===== src/sar_seq_pkg.sv =====
// Purpose: Shared constants and types for the converter sequencer
// Assumes: pclk at 10 MHz
// Notes:   Times in ns, turned into pclk cycles
package sar_seq_pkg;

    // ===================================================================
    // Clock and timing
    // ===================================================================
    localparam int CLK_MHZ          = 10;
    localparam int HOLD_DELAY_NS    = 15000;  // Start to hold rise
    localparam int CONV_DELAY_NS    = 19000;  // Start to convert rise
    localparam int HOLD_WIDTH_NS    = 18000;  // Hold high time
    localparam int CONV_WIDTH_NS    = 31000;  // Convert start high time
    localparam int DONE_DELAY_NS    = 2000;   // Complete to done
    localparam int ZS_PULSE_NS      = 15000;  // Zero-span start pulse
    localparam int TICK_A_NS        = 130000; // Normal mode source A
    localparam int TICK_B_NS        = 333000; // Normal mode source B
    localparam int TICK_WIDTH_NS    = 1000;   // Normal mode pulse width

    // Least times round up to whole cycles
    function automatic int ns_to_cyc(input int ns);
        return (ns * CLK_MHZ + 999) / 1000;
    endfunction : ns_to_cyc

    localparam logic [9:0]  HOLD_ON_CYC  = 10'(ns_to_cyc(HOLD_DELAY_NS));
    localparam logic [9:0]  CONV_ON_CYC  = 10'(ns_to_cyc(CONV_DELAY_NS));
    localparam logic [9:0]  HOLD_OFF_CYC =
        10'(ns_to_cyc(HOLD_DELAY_NS + HOLD_WIDTH_NS));
    localparam logic [9:0]  CONV_OFF_CYC =
        10'(ns_to_cyc(CONV_DELAY_NS + CONV_WIDTH_NS));
    localparam logic [4:0]  DONE_CYC     = 5'(ns_to_cyc(DONE_DELAY_NS));
    localparam logic [7:0]  ZS_PULSE_CYC = 8'(ns_to_cyc(ZS_PULSE_NS));
    localparam logic [11:0] TICK_A_CYC   = 12'(ns_to_cyc(TICK_A_NS));
    localparam logic [11:0] TICK_B_CYC   = 12'(ns_to_cyc(TICK_B_NS));
    localparam logic [11:0] TICK_W_CYC   = 12'(ns_to_cyc(TICK_WIDTH_NS));

    // ===================================================================
    // Converter and bucket counter
    // ===================================================================
    localparam int          RES_BITS     = 12;
    localparam logic [3:0]  MSB_INDEX    = 4'hB;
    localparam logic [9:0]  BUCKET_LAST  = 10'h258;  // 600

    // ===================================================================
    // Register map (byte addresses) and field positions
    // ===================================================================
    localparam logic [7:0]  ADDR_CTRL    = 8'h00;
    localparam logic [7:0]  ADDR_STATUS  = 8'h04;
    localparam logic [7:0]  ADDR_RESULT  = 8'h08;
    localparam logic [7:0]  ADDR_BUCKET  = 8'h0C;
    localparam int          CTRL_MODE_LSB = 0;   // Two bits
    localparam int          CTRL_LONG_ZS  = 2;   // Zero-span sweep > 60 s
    localparam logic [2:0]  CTRL_RESET    = 3'h0;

    // Start-source selection modes
    typedef enum logic [1:0] {
        MODE_NORMAL,
        MODE_ZS_SAMPLE,
        MODE_SWEPT,
        MODE_ALIGN
    } start_mode_t;

    // Two start-source select lines
    typedef struct packed {
        logic sel0;
        logic sel1;
    } start_select_t;

    // Conversion sequence states
    typedef enum logic [2:0] {
        ST_IDLE,
        ST_DELAY,
        ST_CONVERT,
        ST_SETTLE,
        ST_HOLDOFF
    } conv_state_t;

endpackage : sar_seq_pkg


===== src/sar_adc_sequencer_ramp_counter.sv =====
// Purpose: SAR start control, sequencer and bucket counter
// Assumes: Inputs synchronous to pclk
// Notes:   APB registers; one clock
//
// What this block does
// - Twelve-bit SAR result drives same-width DAC
// - Trial bits from MSB, driving each high-to-low
// - Keep bit low when DAC too high
// - One bit-clock period per trial, twelve total
// - Drive complete flag low after last trial
// - Result readable by controller over data bus
// - Start on routed start-request or bucket input
// - Drive select lines per mode encoding
// - Raise hold 15 us after start
// - Raise convert start 19 us after start
// - Hold high 18 us, convert 31 us
// - Done flag low 2 us after complete
// - Zero-span: 15 us pulses per bucket, sweeping
// - Normal mode sources pulse every 130/333 us
// - Noise bucket toggles peak selection in normal mode
// - Bucket counter counts 0 to 600
// - Count advances on each peak-reset enable pulse
// - Ramp compare rise marks bucket end
// - Bucket timing for swept or long zero-span
// - Odd-bucket output equals count LSB
//
// The address map and the APB slave port were decided locally.
`timescale 1ns/1ps
`default_nettype none

module sar_adc_sequencer_ramp_counter
    import sar_seq_pkg::*;
(
    input  wire logic                pclk,          // 10 MHz clock
    input  wire logic                presetn,       // Async reset, low
    input  wire logic                psel,          // APB select
    input  wire logic                penable,       // APB access phase
    input  wire logic                pwrite,        // APB write
    input  wire logic [7:0]          paddr,         // APB byte address
    input  wire logic [31:0]         pwdata,        // APB write data
    output logic      [31:0]         prdata,        // APB read data
    output logic                     pready,        // APB ready
    output logic                     pslverr,       // APB error
    input  wire logic                bit_clock_1mhz, // Trial clock
    input  wire logic                start_request, // Start source input
    input  wire logic                bucket_start,  // Bucket start input
    input  wire logic                zero_span_bucket_pulse, // Bucket tick
    input  wire logic                sweep_active,  // High during sweep
    input  wire logic                dac_high,      // Comparator: too high
    input  wire logic                noise_bucket,  // Noise detector flag
    input  wire logic                peak_reset_enable, // Counter advance
    input  wire logic                ramp_compare,  // Ramp passed DAC
    output logic      [RES_BITS-1:0] dac_code,      // SAR to DAC
    output logic      [RES_BITS-1:0] result,        // Latched result
    output logic                     track_hold_ctl, // Hold control
    output logic                     convert_start, // Conversion start
    output logic                     sar_complete_n, // SAR complete, low
    output logic                     conv_done_n,   // Done flag, low
    output start_select_t            start_select,  // Source select lines
    output logic                     zs_start_pulse, // Zero-span starts
    output logic                     tick_a,        // 130 us source
    output logic                     tick_b,        // 333 us source
    output logic                     negative_peak_mode, // Peak select
    output logic      [9:0]          bucket_count,  // Ramp counter
    output logic                     bucket_odd,    // Count LSB
    output logic                     bucket_end     // Bucket end pulse
);

    // ===================================================================
    // APB slave
    // ===================================================================
    logic [2:0]  ctrl;
    start_mode_t mode;
    wire         apb_access = psel & penable;
    wire         apb_wr     = apb_access & pwrite;
    wire         hit_ctrl   = (paddr == ADDR_CTRL);
    wire         hit_status = (paddr == ADDR_STATUS);
    wire         hit_result = (paddr == ADDR_RESULT);
    wire         hit_bucket = (paddr == ADDR_BUCKET);
    wire         hit_any    = hit_ctrl | hit_status | hit_result | hit_bucket;
    wire         long_zs    = ctrl[CTRL_LONG_ZS];
    logic [31:0] next_prdata;
    conv_state_t state;
    wire         busy       = (state != ST_IDLE);

    assign mode    = start_mode_t'(ctrl[CTRL_MODE_LSB +: 2]);
    assign pready  = 1'b1;              // Zero-wait-state slave
    assign pslverr = apb_access & ~hit_any;

    // Read mux; result path acts as the data bus buffer
    assign next_prdata = hit_ctrl   ? {29'h0000_0000, ctrl} :
                         hit_status ? {28'h000_0000, negative_peak_mode,
                                       conv_done_n, sar_complete_n, busy} :
                         hit_result ? {20'h0_0000, result} :
                         hit_bucket ? {22'h00_0000, bucket_count} :
                         32'h0000_0000;

    // Read data loaded on a read setup cycle
    always_ff @(posedge pclk or negedge presetn) begin
        if (!presetn) begin
            prdata <= 32'h0000_0000;
        end else if (psel & ~penable & ~pwrite) begin
            prdata <= next_prdata;
        end
    end

    // Control register write
    always_ff @(posedge pclk or negedge presetn) begin
        if (!presetn) begin
            ctrl <= CTRL_RESET;
        end else if (apb_wr & hit_ctrl) begin
            ctrl <= pwdata[2:0];
        end
    end

    // ===================================================================
    // Start-source selection
    // ===================================================================
    // Select encoding per mode: sel0/sel1
    assign start_select.sel0 = (mode == MODE_ZS_SAMPLE) |
                               (mode == MODE_SWEPT);
    assign start_select.sel1 = (mode == MODE_SWEPT) |
                               (mode == MODE_ALIGN);

    // Sel1 high routes the bucket input
    wire start_src = start_select.sel1 ? bucket_start
                                       : start_request;
    logic start_src_q;
    wire  start_evt = start_src & ~start_src_q;

    // Bit clock edge detect
    logic bclk_q;
    wire  bclk_rise = bit_clock_1mhz & ~bclk_q;

    always_ff @(posedge pclk or negedge presetn) begin
        if (!presetn) begin
            start_src_q <= 1'b0;
            bclk_q      <= 1'b0;
        end else begin
            start_src_q <= start_src;
            bclk_q      <= bit_clock_1mhz;
        end
    end

    // ===================================================================
    // Conversion sequencer
    // ===================================================================
    logic [9:0] seq_timer;
    logic [4:0] settle_cnt;
    logic [3:0] bit_idx;
    logic       conv_seen;
    conv_state_t next_state;
    wire at_conv   = (seq_timer == CONV_ON_CYC);
    wire last_bit  = (bit_idx == 4'h0);
    wire trial_end = (state == ST_CONVERT) & conv_seen & bclk_rise;

    // Starts seen only in idle; busy starts dropped
    always_comb begin
        next_state = state;
        unique case (state)
            ST_IDLE:    if (start_evt) next_state = ST_DELAY;
            ST_DELAY:   if (at_conv) next_state = ST_CONVERT;
            ST_CONVERT: if (trial_end & last_bit) next_state = ST_SETTLE;
            ST_SETTLE:  if (settle_cnt == DONE_CYC) next_state = ST_HOLDOFF;
            ST_HOLDOFF: if (seq_timer >= CONV_OFF_CYC)
                            next_state = ST_IDLE;
        endcase
    end

    always_ff @(posedge pclk or negedge presetn) begin
        if (!presetn) begin
            state <= ST_IDLE;
        end else begin
            state <= next_state;
        end
    end

    // Timer saturates so holdoff always ends
    always_ff @(posedge pclk or negedge presetn) begin
        if (!presetn) begin
            seq_timer <= 10'h000;
        end else if (state == ST_IDLE) begin
            seq_timer <= 10'h000;
        end else if (seq_timer != 10'h3FF) begin
            seq_timer <= seq_timer + 10'h001;
        end
    end

    // Hold and convert windows timed from start
    always_ff @(posedge pclk or negedge presetn) begin
        if (!presetn) begin
            track_hold_ctl <= 1'b0;
            convert_start  <= 1'b0;
        end else begin
            track_hold_ctl <= busy & (seq_timer >= HOLD_ON_CYC - 10'h001) &
                (seq_timer < HOLD_OFF_CYC - 10'h001);
            convert_start  <= busy & (seq_timer >= CONV_ON_CYC - 10'h001) &
                (seq_timer < CONV_OFF_CYC - 10'h001);
        end
    end

    // First bit clock rise arms the MSB, so each trial is a full period
    always_ff @(posedge pclk or negedge presetn) begin
        if (!presetn) begin
            dac_code  <= 12'h000;
            bit_idx   <= MSB_INDEX;
            conv_seen <= 1'b0;
        end else if (state == ST_DELAY) begin
            dac_code  <= 12'h000;
            bit_idx   <= MSB_INDEX;
            conv_seen <= 1'b0;
        end else if (state == ST_CONVERT & bclk_rise) begin
            if (!conv_seen) begin
                conv_seen          <= 1'b1;
                dac_code[MSB_INDEX] <= 1'b1;
            end else begin
                if (dac_high) begin
                    dac_code[bit_idx] <= 1'b0;
                end
                if (!last_bit) begin
                    dac_code[bit_idx - 4'h1] <= 1'b1;
                    bit_idx <= bit_idx - 4'h1;
                end
            end
        end
    end

    // Flags; result from final decision
    always_ff @(posedge pclk or negedge presetn) begin
        if (!presetn) begin
            sar_complete_n <= 1'b1;
            conv_done_n    <= 1'b1;
            settle_cnt     <= 5'h00;
            result         <= 12'h000;
        end else begin
            if (state == ST_IDLE & start_evt) begin
                sar_complete_n <= 1'b1;
                conv_done_n    <= 1'b1;
            end
            if (trial_end & last_bit) begin
                sar_complete_n <= 1'b0;
                result <= {dac_code[RES_BITS-1:1],
                           dac_code[0] & ~dac_high};
            end
            settle_cnt <= (state == ST_SETTLE) ? settle_cnt + 5'h01 : 5'h00;
            if (state == ST_SETTLE & settle_cnt == DONE_CYC - 5'h01) begin
                conv_done_n <= 1'b0;
            end
        end
    end

    // Peak source toggles per noise bucket in normal mode
    always_ff @(posedge pclk or negedge presetn) begin
        if (!presetn) begin
            negative_peak_mode <= 1'b0;
        end else if (mode != MODE_NORMAL) begin
            negative_peak_mode <= 1'b0;
        end else if (trial_end & last_bit & noise_bucket) begin
            negative_peak_mode <= ~negative_peak_mode;
        end
    end

    // ===================================================================
    // Start pulse generators
    // ===================================================================
    logic [7:0]  zs_cnt;
    logic        zsb_q;
    logic [11:0] cnt_a;
    logic [11:0] cnt_b;
    // Bucket pulse used in zero-span sample only
    wire zs_fire = (mode == MODE_ZS_SAMPLE) & sweep_active &
                   zero_span_bucket_pulse & ~zsb_q;

    // One pulse per bucket tick; retrace cuts it
    always_ff @(posedge pclk or negedge presetn) begin
        if (!presetn) begin
            zsb_q          <= 1'b0;
            zs_cnt         <= 8'h00;
            zs_start_pulse <= 1'b0;
        end else begin
            zsb_q <= zero_span_bucket_pulse;
            if (zs_fire) begin
                zs_cnt <= ZS_PULSE_CYC - 8'h01;
            end else if (zs_cnt != 8'h00) begin
                zs_cnt <= zs_cnt - 8'h01;
            end
            zs_start_pulse <= sweep_active &
                              (zs_fire | zs_cnt != 8'h00);
        end
    end

    // Normal mode sources; fixed width
    always_ff @(posedge pclk or negedge presetn) begin
        if (!presetn) begin
            cnt_a  <= 12'h000;
            cnt_b  <= 12'h000;
            tick_a <= 1'b0;
            tick_b <= 1'b0;
        end else if (mode != MODE_NORMAL) begin
            cnt_a  <= 12'h000;
            cnt_b  <= 12'h000;
            tick_a <= 1'b0;
            tick_b <= 1'b0;
        end else begin
            cnt_a  <= (cnt_a == TICK_A_CYC - 12'h001) ? 12'h000
                                                      : cnt_a + 12'h001;
            cnt_b  <= (cnt_b == TICK_B_CYC - 12'h001) ? 12'h000
                                                      : cnt_b + 12'h001;
            tick_a <= (cnt_a < TICK_W_CYC);
            tick_b <= (cnt_b < TICK_W_CYC);
        end
    end

    // ===================================================================
    // Bucket (ramp) counter
    // ===================================================================
    logic pre_q;
    logic ramp_q;
    // Swept or long zero-span sweeps
    wire  bucket_mode = (mode == MODE_SWEPT) |
                        (mode == MODE_ZS_SAMPLE & long_zs);
    wire  advance     = peak_reset_enable & ~pre_q;

    always_ff @(posedge pclk or negedge presetn) begin
        if (!presetn) begin
            pre_q        <= 1'b0;
            ramp_q       <= 1'b0;
            bucket_count <= 10'h000;
            bucket_end   <= 1'b0;
        end else begin
            pre_q      <= peak_reset_enable;
            ramp_q     <= ramp_compare;
            bucket_end <= bucket_mode & ramp_compare & ~ramp_q;
            if (!bucket_mode) begin
                bucket_count <= 10'h000;
            end else if (advance) begin
                bucket_count <= (bucket_count == BUCKET_LAST) ? 10'h000
                              : bucket_count + 10'h001;
            end
        end
    end

    assign bucket_odd = bucket_count[0];

endmodule : sar_adc_sequencer_ramp_counter

`default_nettype wire


===== config.mk =====
export PLATFORM = sky130hd
export DESIGN_NAME = sar_adc_sequencer_ramp_counter
export DESIGN_NICKNAME = d
export VERILOG_FILES = /design/src/sar_seq_pkg.sv /design/src/sar_adc_sequencer_ramp_counter.sv
export SDC_FILE = /design/constraint.sdc
export NUM_CORES = 1
export LEC_CHECK = 0
export ABC_AREA = 0
export BUFFER_PORTS_ARGS = -buffer_cell sky130_fd_sc_hd__buf_2
export CORE_MARGIN = 10
export CORE_UTILIZATION = 55
export CTS_BUF_LIST = sky130_fd_sc_hd__clkbuf_8
export CTS_CLUSTER_SIZE = 30
export DETAILED_ROUTE_END_ITERATION = 7
export PLACE_DENSITY = 0.89
export SYNTH_ARGS = -nofsm -noshare
export SYNTH_HDL_FRONTEND = slang
export SYNTH_SLANG_ARGS = --single-unit

===== constraint.sdc =====
create_clock -name pclk -period 2.8 [get_ports pclk]
set_clock_uncertainty 0.15 [all_clocks]
set_input_delay 0.14 -clock pclk [delete_from_list [all_inputs] [get_ports pclk]]
set_output_delay 0.14 -clock pclk [all_outputs]
set_load 0.005 [all_outputs]

==> summary.txt <==
Worst-case clock buffer depth = 2
Leak = 3.36 nW
Flop pwr share = 0.506
Critical Path Source Type = register
Non-filler cells, final = 876
Filler cells = 797
Worst Hold End = ctrl[1]$_DFFE_PN0P_
Initial antenna violation count = 0
Vias per inst = 5.75
Die Area = 0.0158 sq mm
Chip width = 126 um
Placed cells = 826
Switching power of the nets = 0.00106 W
Worst path cell trace = inv_1 > ha_1 > nor3b_1 > nor3b_4 > buf_4 > a21oi_2 > a31o_1
Final min period = 2.53 ns
Core Box Area = 0.0109 sq mm
Arr. time, crit path = 2.72 ns
Dominant cell type by area after synthesis = dfrtp_1
Hold Crit Depth = 4
Total congestion overflow = 0
GPL Wtd Cong = 0.897
Critical path's slowest cell = nor3b_4
Hold path start = paddr[2]
Worst-path clk slew = 0.07 ns
Maxcap violations = 0
Die H = 126 um
Initial Util = 0.566
Num ports = 134
Syn_area_per_cell = 9.94 sq um
Antenna Nets Post-Route = 0
Final Max Slew Viols = 0
Max stage delay on crit path = 0.61 ns
Detailed-route wire length = 15.5 mm
Setup TNS = 0 ns
Synth top area share = 0.459
Layout Nets = 800
GRT Overall Usage = 0.193
Met2 Wirelength = 7.93 mm
Area occupied by registers = 0.00296 sq mm
Met3 WL = 959 um
Vias = 5,041
Synth top cells by count = dfrtp_1, nor2_1, nand2_1
Worst R2R Setup Slack = 0.27 ns
Internal Power = 0.00285 W
Cell variety after synth = 71
Top area cells in the synthesized netlist = dfrtp_1, ha_1, nor2_1
# setup viols final = 0
Num Clock Sinks = 118
DR pass1 iterations = 5
Wire length on met1 = 6.23 mm
YS warnings = 0
Num CTS Buffers = 17
Crit share post-route = 0.905
Clock root buffer = clkbuf_8
H-tree Lvls = 4
Setup CP Type = register to register
Unrepaired setup endpoints after global routing = no
Worst hold path type = input port to register
Cell Rows = 38
Ant diodes = 0
CP max FO = 13
Final hold violation count = 0
Cts repair resizes = 0
CTS tree = done
Sequential-to-total area share from yosys stat = 0.480
Remaining DRCs = 0
Slew @ Worst Pin = 0.923 ns
Net Sw Frac = 0.272
Run status = completed
Worst setup EP type = register
Vias in the first global route = 5,065
Pin count of the biggest net entering global routing = 60
Netlist Area Pre-Place = 0.00616 sq mm
EDFF count, synth = 0
Area growth syn-to-layout = 16.8%
R2R cell count = 7
F_max = 0.395 GHz
Clock network fraction of total power = 0.377
Crit-path leading delay family = simple AND/OR/NAND/NOR gates
WP data required = 2.98 ns
Worst r2r src = bit_idx[1]$_DFFE_PN1P_
# port buffers = 83
Post-detail-place hpwl = 11.0 mm
Syn Inst Count = 620
Max VDD drop = 0.395 mV
Synth Register Bits = 118
R2R Path End = dac_code[0]$_DFFE_PN0P_
Detailed Route Iter0 Violations = 469
Synth Flop Type = dfrtp_1
Share of post-route cells with drive strength above 1 = 0.208
First-pass GRT wire length = 25.3 mm
Multi-input logic area = 0.00289 sq mm
Worst slew margin = 0.369
Worst-skew pair later-pin latency = 0.44 ns
WL per Instance = 17.6 um
Gate power share = 0.116
CP Buf/Inv Count = 2
Top-count cell post-synth = dfrtp_1
Top sig layer = met4
Instance count on the critical path = 7
PD cells = 544 mW/mm^2
Ys async rst share = 1.00
## through the flow
stage / setup slack, ns / total power (W) / cell area, sq um / hold WS (ns) / utilization
finish: 0.267 / 0.00391 / 7200 / 0.0313 / 0.661
global route: 0.0878 / 0.00409 / 7200 / 0.0504 / 0.661
CTS: 0.258 / 0.00393 / 7200 / 0.00839 / 0.661
detailed placement: 0.274 / 0.00244 / 6640 / -0.0106 / 0.609
global placement: 0.388 / 0.00240 / 6640 / -0.0180 / 0.609
floorplan: 0.592 / 0.00231 / 6230 / -0.306 / -
## state kept, by name, summed over array words and instances, names as in the netlist, 3 cells and up
signal and count:
bucket_count 10, zs_cnt 8, cnt_a 12, ctrl 3
cnt_b 12, dac_code 12, seq_timer 10, result 12
bit_idx 4, state 3, prdata 12, settle_cnt 5
## layer usage
layer	vias up	global-route usage
li1	2358	-
met3	36	0.0562
met4	0	0.0764
met1	2460	0.223
met2	187	0.331
met5	-	0
## cell families after synthesis
| family | Yosys count | synth area share |
|---|---|---|
| AOI/OAI and AO/OA | 104 | 0.114 |
| xor gates and xnor gates | 40 | 0.0569 |
| adders and majority gates | 23 | 0.0467 |
| buffers and inverters | 75 | 0.0623 |
| DFF | 118 | 0.480 |
| muxes | 19 | 0.0394 |
| other | 2 | 0.00122 |
| and+or+nand+nor | 239 | 0.200 |
## worst max path at each step
stage | startpoint | endpoint
5_1_grt | bit_idx[1]$_DFFE_PN1P_ | dac_code[0]$_DFFE_PN0P_
6_report | bit_idx[1]$_DFFE_PN1P_ | dac_code[0]$_DFFE_PN0P_
3_5_place_dp | bit_idx[1]$_DFFE_PN1P_ | dac_code[0]$_DFFE_PN0P_
4_1_cts | bit_idx[1]$_DFFE_PN1P_ | dac_code[0]$_DFFE_PN0P_
2_1_floorplan | bit_idx[1]$_DFFE_PN1P_ | result[10]$_DFFE_PN0P_
3_3_place_gp | bit_idx[0]$_DFFE_PN1P_ | dac_code[0]$_DFFE_PN0P_
## power groups by stage
stage | Combinational [W] | Clock, W | Sequential, W
2_1_floorplan | 0.000399 | 0 | 0.00191
3_3_place_gp | 0.000410 | 0 | 0.00199
3_5_place_dp | 0.000436 | 0 | 0.00201
4_1_cts | 0.000457 | 0.00150 | 0.00198
5_1_grt | 0.000521 | 0.00157 | 0.00200
6_report | 0.000455 | 0.00148 | 0.00198
## tightest hold or removal path, cell delays in order
cell and delay, ns:
buf_2 0.17, nor4_2 0.11, nand2_1 0.07, o21ai_0 0.08
## layout make-up
class | count | area share
Clock inverter | 9 | 0.00887
Multi-Input combinational cell | 446 | 0.402
Clock buffer | 23 | 0.0440
Sequential cell | 118 | 0.411
Tap cell | 140 | 0.0243
Inverter | 30 | 0.0156
Timing Repair Buffer | 110 | 0.0942
## repair_timing
action,CTS,global route
endpoints found under the setup margin,0,0
buffers inserted,0,0
endpoints found under the hold margin,134,0
hold buffers,18,0
## layout by cell type (no fill, tap or decap), types with 3 or more instances in the layout
master and count:
nor4_1 7, clkbuf_8 23, nand4_1 13, nand2b_1 5, nor4b_1 4, and3_1 7
o21ai_0 29, or3_1 5, mux2i_1 4, o311ai_0 4, a31o_2 3, buf_2 82
nor3b_1 5, o211ai_1 6, buf_4 9, or4_1 3, nor3_1 12, a31oi_1 8
and4_1 3, mux2_2 12, a21oi_1 12, nand3b_1 3, nand2_1 63, mux4_2 3
a211oi_1 7, o31ai_1 6, nand3_1 21, nand4b_1 3, a22oi_1 6, or2_2 3
conb_1 21, ha_1 23, xor2_1 17, dlygate4sd3_1 18, dfstp_2 5, nor2_1 66
dfrtp_1 113, inv_1 37, xnor2_1 23
Note: power is estimated with default switching activity, not from simulation.
